<file path="src/wdw_pkg.sv">
// constants shared by the windowed watchdog block
package wdw_pkg;
    localparam int unsigned ADDR_W        = 4;
    localparam int unsigned DATA_W        = 8;
    localparam logic [3:0]  OFF_CTRL_A    = 4'h0;
    localparam logic [3:0]  OFF_STATUS    = 4'h1;
    localparam logic [3:0]  OFF_UNLOCK    = 4'h2;
    localparam int unsigned PER_LSB       = 0;
    localparam int unsigned WIN_LSB       = 4;
    localparam int unsigned FIELD_W       = 4;
    localparam int unsigned LOCK_BIT      = 7;
    localparam int unsigned BUSY_BIT      = 0;
    localparam logic [3:0]  CODE_OFF      = 4'h0;
    localparam logic [3:0]  CODE_MAX      = 4'hb;
    localparam int unsigned CNT_W         = 15;
    localparam logic [14:0] BASE_CYCLES   = 15'h0008;
    localparam logic [7:0]  UNLOCK_KEY    = 8'ha5;
    localparam logic [2:0]  UNLOCK_WINDOW = 3'h4;
    localparam int unsigned SYNC_TICKS    = 2;
    localparam int unsigned WDT_CLK_HZ    = 1024;
    localparam int unsigned CORE_CLK_MHZ  = 250;
    typedef enum logic [1:0] {
        WDW_SYNC_IDLE  = 2'b00,
        WDW_SYNC_WAIT1 = 2'b01,
        WDW_SYNC_WAIT2 = 2'b10
    } wdw_sync_e;
endpackage

</file>
<file path="src/wdw_watchdog.sv">
// windowed watchdog timer with its register port and change protection
//
// Decided for this implementation: the placing of the registers and the address-and-strobe port.
`timescale 1ns/1ns
module wdw_watchdog #(
    parameter logic [7:0] UNLOCK_KEY_P = wdw_pkg::UNLOCK_KEY,
    parameter logic [2:0] UNLOCK_WIN_P = wdw_pkg::UNLOCK_WINDOW
) (
    input  wire logic                       core_clk,
    input  wire logic                       rst,
    input  wire logic [wdw_pkg::ADDR_W-1:0] regAddr,
    input  wire logic [wdw_pkg::DATA_W-1:0] regWrData,
    input  wire logic                       regWrStb,
    input  wire logic                       regRdStb,
    output logic      [wdw_pkg::DATA_W-1:0] regRdData,
    input  wire logic [wdw_pkg::DATA_W-1:0] watchdogFuseConfig,
    input  wire logic                       watchdogDomainClock,
    input  wire logic                       watchdogRestartInstr,
    input  wire logic                       debugHalt,
    output logic                            systemReset
);
    import wdw_pkg::*;

    logic [DATA_W-1:0]  controlRegA_ff;
    logic               lock_ff;
    logic [2:0]         unlockCnt_ff;
    logic               unlocked;
    logic               ctrlWrite;
    logic               statusWrite;
    logic               unlockWrite;
    logic [FIELD_W-1:0] actPeriod_ff;
    logic [FIELD_W-1:0] actWindow_ff;
    wdw_sync_e          cfgSync_ff;
    wdw_sync_e          rstSync_ff;
    logic               clkMeta_ff;
    logic               clkSync_ff;
    logic               clkPrev_ff;
    logic               tick;
    logic [CNT_W-1:0]   cnt_ff;
    logic               windowArmed_ff;
    logic [CNT_W-1:0]   openLen;
    logic [CNT_W-1:0]   closedLen;
    logic               enabled;
    logic               windowMode;
    logic               restartApply;
    logic [CNT_W-1:0]   nxt_cnt;
    logic [DATA_W-1:0]  nxt_rdData;

    // code to cycle count; reserved codes clamp to the longest period
    function automatic logic [CNT_W-1:0] periodCycles(
        input logic [FIELD_W-1:0] code
    );
        logic [FIELD_W-1:0] c;
        c = (code > CODE_MAX) ? CODE_MAX : code;
        periodCycles = BASE_CYCLES << (c - 4'h1);
    endfunction

    // protected register port
    assign unlocked    = (unlockCnt_ff != 3'h0);
    assign ctrlWrite   = regWrStb && (regAddr == OFF_CTRL_A);
    assign statusWrite = regWrStb && (regAddr == OFF_STATUS);
    assign unlockWrite = regWrStb && (regAddr == OFF_UNLOCK);

    // the unlock window is counted in core cycles, one per instruction
    always_ff @(posedge core_clk) begin
        if (rst) begin
            unlockCnt_ff <= 3'h0;
        end else if (unlockWrite && regWrData == UNLOCK_KEY_P) begin
            unlockCnt_ff <= UNLOCK_WIN_P;
        end else if ((ctrlWrite || statusWrite) && unlocked) begin
            unlockCnt_ff <= 3'h0;
        end else if (unlocked) begin
            unlockCnt_ff <= unlockCnt_ff - 3'h1;
        end
    end

    always_ff @(posedge core_clk) begin
        if (rst) begin
            controlRegA_ff <= watchdogFuseConfig;
        end else if (ctrlWrite && unlocked && !lock_ff) begin
            controlRegA_ff <= regWrData;
        end
    end

    always_ff @(posedge core_clk) begin
        if (rst) begin
            lock_ff <= |watchdogFuseConfig[PER_LSB +: FIELD_W];
        end else if (statusWrite && unlocked) begin
            if (regWrData[LOCK_BIT]) begin
                lock_ff <= 1'b1;
            end else if (debugHalt) begin
                lock_ff <= 1'b0;
            end
        end
    end

    // oscillator pin: two flops, then an edge makes the watchdog tick
    always_ff @(posedge core_clk) begin
        if (rst) begin
            clkMeta_ff <= 1'b0;
            clkSync_ff <= 1'b0;
            clkPrev_ff <= 1'b0;
        end else begin
            clkMeta_ff <= watchdogDomainClock;
            clkSync_ff <= clkMeta_ff;
            clkPrev_ff <= clkSync_ff;
        end
    end
    assign tick = clkSync_ff && !clkPrev_ff;

    // configuration transfer takes two watchdog ticks
    always_ff @(posedge core_clk) begin
        if (rst) begin
            cfgSync_ff <= WDW_SYNC_IDLE;
        end else if (ctrlWrite && unlocked && !lock_ff) begin
            cfgSync_ff <= WDW_SYNC_WAIT1;
        end else if (tick) begin
            case (cfgSync_ff)
                WDW_SYNC_WAIT1: cfgSync_ff <= WDW_SYNC_WAIT2;
                WDW_SYNC_WAIT2: cfgSync_ff <= WDW_SYNC_IDLE;
                default:        cfgSync_ff <= WDW_SYNC_IDLE;
            endcase
        end
    end

    always_ff @(posedge core_clk) begin
        if (rst) begin
            actPeriod_ff <= watchdogFuseConfig[PER_LSB +: FIELD_W];
            actWindow_ff <= watchdogFuseConfig[WIN_LSB +: FIELD_W];
        end else if (tick && cfgSync_ff == WDW_SYNC_WAIT2) begin
            actPeriod_ff <= controlRegA_ff[PER_LSB +: FIELD_W];
            actWindow_ff <= controlRegA_ff[WIN_LSB +: FIELD_W];
        end
    end

    // restart crossing: applied on the second tick, so 1 to 2 watchdog clock periods late
    always_ff @(posedge core_clk) begin
        if (rst) begin
            rstSync_ff <= WDW_SYNC_IDLE;
        end else if (watchdogRestartInstr
                     && rstSync_ff == WDW_SYNC_IDLE) begin
            rstSync_ff <= WDW_SYNC_WAIT1;
        end else if (tick) begin
            case (rstSync_ff)
                WDW_SYNC_WAIT1: rstSync_ff <= WDW_SYNC_WAIT2;
                WDW_SYNC_WAIT2: rstSync_ff <= WDW_SYNC_IDLE;
                default:        rstSync_ff <= WDW_SYNC_IDLE;
            endcase
        end
    end
    assign restartApply = tick && rstSync_ff == WDW_SYNC_WAIT2;

    // time-out engine
    assign openLen    = periodCycles(actPeriod_ff);
    assign closedLen  = periodCycles(actWindow_ff);
    assign enabled    = (actPeriod_ff != CODE_OFF);
    assign windowMode = (actWindow_ff != CODE_OFF) && windowArmed_ff;
    assign nxt_cnt    = cnt_ff + 15'h0001;

    always_ff @(posedge core_clk) begin
        if (rst) begin
            cnt_ff <= '0;
        end else if (debugHalt || !enabled) begin
            cnt_ff <= '0;
        end else if (restartApply) begin
            cnt_ff <= '0;
        end else if (tick) begin
            cnt_ff <= nxt_cnt;
        end
    end

    // window mode is armed by a restart and disarmed by halt or reconfig
    always_ff @(posedge core_clk) begin
        if (rst) begin
            windowArmed_ff <= 1'b0;
        end else if (debugHalt || !enabled) begin
            windowArmed_ff <= 1'b0;
        end else if (tick && cfgSync_ff == WDW_SYNC_WAIT2) begin
            windowArmed_ff <= 1'b0;
        end else if (restartApply) begin
            windowArmed_ff <= (actWindow_ff != CODE_OFF);
        end
    end

    // reset stays asserted until the system reset comes back to us
    always_ff @(posedge core_clk) begin
        if (rst) begin
            systemReset <= 1'b0;
        end else if (enabled && !debugHalt) begin
            if (restartApply && windowMode && cnt_ff < closedLen) begin
                systemReset <= 1'b1;
            end else if (tick && !restartApply && windowMode
                         && nxt_cnt >= closedLen + openLen) begin
                systemReset <= 1'b1;
            end else if (tick && !restartApply && !windowMode
                         && nxt_cnt >= openLen) begin
                systemReset <= 1'b1;
            end
        end
    end

    // read port: data stand one cycle after the strobe
    always_comb begin
        nxt_rdData = '0;
        case (regAddr)
            OFF_CTRL_A: nxt_rdData = controlRegA_ff;
            OFF_STATUS: begin
                nxt_rdData[LOCK_BIT] = lock_ff;
                nxt_rdData[BUSY_BIT] = (cfgSync_ff != WDW_SYNC_IDLE);
            end
            default:    nxt_rdData = '0;
        endcase
    end

    always_ff @(posedge core_clk) begin
        if (rst) begin
            regRdData <= '0;
        end else if (regRdStb) begin
            regRdData <= nxt_rdData;
        end else begin
            regRdData <= '0;
        end
    end
endmodule

</file>
<file path="config.mk">
export PLATFORM = sky130hd
export DESIGN_NAME = wdw_watchdog
export DESIGN_NICKNAME = d
export VERILOG_FILES = /design/src/wdw_pkg.sv /design/src/wdw_watchdog.sv
export SDC_FILE = /design/constraint.sdc
export NUM_CORES = 1
export LEC_CHECK = 0
export ABC_CLOCK_PERIOD_IN_PS = 4190
export BUFFER_PORTS_ARGS = -buffer_cell sky130_fd_sc_hd__buf_2
export CAP_MARGIN = 40
export CORE_ASPECT_RATIO = 1.75
export CORE_MARGIN = 2
export CORE_UTILIZATION = 54
export CTS_CLUSTER_DIAMETER = 200
export DETAILED_ROUTE_END_ITERATION = 6
export PLACE_DENSITY = 0.81
export SLEW_MARGIN = 20
export SYNTH_ARGS = -nofsm -noshare
export SYNTH_HDL_FRONTEND = slang
export SYNTH_SLANG_ARGS = --single-unit
</file>
<file path="constraint.sdc">
create_clock -name core_clk -period 4.19 [get_ports core_clk]
set_clock_uncertainty 0.05 [all_clocks]
set_input_delay 0.2095 -clock core_clk [delete_from_list [all_inputs] [get_ports core_clk]]
set_output_delay 0.2095 -clock core_clk [all_outputs]
set_load 0.01 [all_outputs]
</file>
==> results.sh <==
export IMPL_outcome="complete, no violations"
export IMPL_cp_start_kind="flop"
export IMPL_synth_seq_cells=52
export IMPL_cp_data_arrival_time_ns=4.03
export IMPL_max_stage_delay_ns=0.44
export IMPL_num_nets_final=577
export IMPL_r2r_cells=14
export IMPL_period_minus_slack_ns=3.898
export IMPL_critPathRequiredTime_ns=4.32
export IMPL_num_io_pins=36
export IMPL_hold_path_end="windowArmed_ff"
export IMPL_vias=3291
export IMPL_crit_start="actWindow_ff[3]"
export IMPL_finalSetupTns_ns=0
export IMPL_root_buffer="clkbuf_16"
export IMPL_cts_hold_buf=0
export IMPL_cp_cell_sequence="nor2_1 -> nand2_1 -> inv_1 -> ha_1 -> a211oi_1 -> o21bai_1 -> a31o_2 -> a211oi_1 -> xor2_1 -> ha_1 -> a2111o_1 -> a211oi_1 -> nor3_1 -> a221o_1"
export IMPL_hp_start="debugHalt"
export IMPL_grt_pass1_wl_um=14830
export IMPL_min_path_cells=2
export IMPL_multi_input_area_mm2=0.002425
export IMPL_p_leak_nw=2.014
export IMPL_dp_hpwl_um=7390
export IMPL_grt_ovfl_total=0
export IMPL_cts_buffer_depth=2
export IMPL_ys_flop_type="dfxtp_1"
export IMPL_dieWidth_um=67.81
export IMPL_p_int_uw=878.8
export IMPL_insertedDiodeCount=0
export IMPL_synthCells=464
export IMPL_slew_headroom=0.4849
export IMPL_final_cell_mix="nand2_1 (53), ha_1 (51), nor2_1 (50)"
export IMPL_seq_power_share=0.462
export IMPL_cts_sinks=52
export IMPL_p_per_area_mw_per_mm2=288.6
export IMPL_hold_path_class="in -> reg"
export IMPL_rows=40
export IMPL_clkTransAtPathRegs_ns=0.07
export IMPL_track_usage=0.2540
export IMPL_coreArea_mm2=0.006907
export IMPL_cp_common_cell="a211oi_1"
export IMPL_synth_edf_count=17
export IMPL_routed_wire_length_per_instance_um=15.29
export IMPL_reg2reg_to="systemReset"
export IMPL_grt_max_degree=39
export IMPL_final_common_cell="nand2_1"
export IMPL_io_buffers=35
export IMPL_drtPass1Iterations=4
export IMPL_setup_viol=0
export IMPL_area_delta_synth_final_pct=10.50
export IMPL_synthArstFlopShare=0
export IMPL_seqCellArea_mm2=0.001211
export IMPL_ys_warn_count=0
export IMPL_drtAntennaViolNets=0
export IMPL_irDropWorstVdd_mv=0.2748
export IMPL_drt_total_wl_um=8912
export IMPL_drc=0
export IMPL_die_area_mm2=0.007842
export IMPL_first_iter_violations=78
export IMPL_clock_fmax_ghz=0.2566
export IMPL_ys_types=54
export IMPL_cts_tree="yes"
export IMPL_r2r_start="actWindow_ff[3]"
export IMPL_die_y_um=115.7
export IMPL_swShare=0.2839
export IMPL_clkPwrFrac=0.345
export IMPL_fillers=602
export IMPL_finalHoldViolCount=0
export IMPL_drive_gt1_frac=0.1182
export IMPL_tightest_slew_ns=0.7627
export IMPL_max_cap_violations=0
export IMPL_insertion_delay_ns=0.30
export IMPL_path_class="reg -> reg"
export IMPL_htreeDepth=2
export IMPL_gp_congestion=0.9806
export IMPL_cts_buffers_inserted=5
export IMPL_drv_slew=0
export IMPL_syn_cell_area_mm2=0.003847
export IMPL_final_period_utilization=0.9302
export IMPL_grt_antenna_before_repair=0
export IMPL_worstSetupEndpointType="flop"
export IMPL_power_frac_comb=0.193
export IMPL_reg2reg_slack_ns=0.29
export IMPL_grt_setup_unrepaired="false"
export IMPL_syn_mean_instance_area_um2=8.292
export IMPL_start_util=0.5571
export IMPL_seq_area_frac_synth=0.3148
export IMPL_switchingPower_uw=348.4
export IMPL_critPathMaxFanout=5
export IMPL_cp_slowest_cell="edfxtp_1"
export IMPL_grt_pass1_vias=3360
export IMPL_power_mw=1.227
export IMPL_vias_per_cell=5.645
## power groups by stage
stage	logic, mW	registers [mW]	clock network [mW]
after global placement	0.226	0.577	0
final	0.237	0.567	0.423
after floorplan	0.176	0.575	0
after CTS	0.238	0.567	0.427
after detailed placement	0.236	0.578	0
after global routing	0.273	0.571	0.445
## sequential cells by signal, summed over array words and instances (netlist names), 2 cells and up
register	flops
cnt_ff	15
controlRegA_ff	8
regRdData	8
actPeriod_ff	4
actWindow_ff	4
unlockCnt_ff	3
cfgSync_ff	2
rstSync_ff	2
## critical path: cells and delay by family, from the launching register on
kind            cells  cell delay (ns)
compound gates      7             2.03
fa+ha+maj           2             0.52
flops               1             0.44
simple gates        3             0.43
xor+xnor            1             0.19
buf+inv             1             0.11
## cell families (layout without fill, tap and decap cells)
family,after synthesis,count (layout),synth area share
flip-flops,52,52,0.3148
AO/OA/AOI/OAI,85,85,0.1372
other,1,2,0.0009747
adder cells (fa/ha/maj),52,52,0.1711
AND/OR/NAND/NOR,180,180,0.2309
multiplexers,3,3,0.008130
buffers and inverters,56,90,0.05724
XOR/XNOR,35,35,0.07967
## cell usage after synthesis, types with 2 or more instances
cell,instances,area share
dfxtp_1,35,0.18
inv_1,45,0.044
nand3b_1,2,0.0039
nand2b_1,2,0.0033
mux2i_1,2,0.0052
a21o_1,5,0.0098
a211oi_1,7,0.014
xor2_1,17,0.039
o21a_1,5,0.0098
xnor2_1,18,0.041
and3_1,3,0.0049
nor2b_1,14,0.023
nor4_1,4,0.0065
o211ai_1,3,0.0059
clkbuf_1,6,0.0059
ha_1,51,0.17
a21oi_1,21,0.027
nor2_1,50,0.049
nand3_1,11,0.014
nor3_2,2,0.0052
nand4_1,3,0.0049
edfxtp_1,17,0.13
o21ai_0,31,0.040
buf_1,2,0.0020
and4_1,3,0.0068
and2_1,3,0.0049
a31o_2,2,0.0046
nand2_1,53,0.052
o41ai_1,2,0.0046
buf_2,2,0.0026
nor3_1,20,0.026
## metrics by stage
stage | cells | utilization | cell area, um2 | setup slack, ns | hold slack (ns)
floorplan | 465 | - | 3851 | 0.6074 | 0.2369
global placement | 574 | 0.5918 | 4088 | 0.4015 | 0.3700
detailed placement | 575 | 0.5929 | 4095 | 0.2568 | 0.3808
CTS | 583 | 0.6149 | 4247 | 0.2243 | 0.06462
global route | 583 | 0.6156 | 4252 | 0.03082 | 0.07637
finish | 583 | 0.6156 | 4252 | 0.2925 | 0.07163
## worst max-delay path by stage
stage,to,slack [ns],depth (start not counted)
after CTS,systemReset,0.22,16
final,systemReset,0.29,14
after detailed placement,systemReset,0.26,16
after floorplan,systemReset,0.61,16
after global routing,systemReset,0.03,16
after global placement,systemReset,0.40,16
## final cells by class
class / count / area share
multi-input cells: 357 / 0.5703
flip-flops and latches: 52 / 0.2849
repair buffers: 37 / 0.04473
inverters: 45 / 0.03973
clock buffers: 5 / 0.02943
well taps: 84 / 0.02472
clock inverters: 3 / 0.006180
## layer usage
| layer | track usage | routed length (um) |
|---|---|---|
| met5 | 0 | 0 |
| met4 | 0.1733 | 610 |
| met3 | 0.02816 | 203 |
| met2 | 0.4712 | 4875 |
| met1 | 0.2523 | 3223 |
## timing repair
action | in CTS | in global routing
setup buffers | 0 | 0
resized for setup | 0 | 1
setup endpoints to repair | 0 | 1
(Power assumes the default switching activity.)
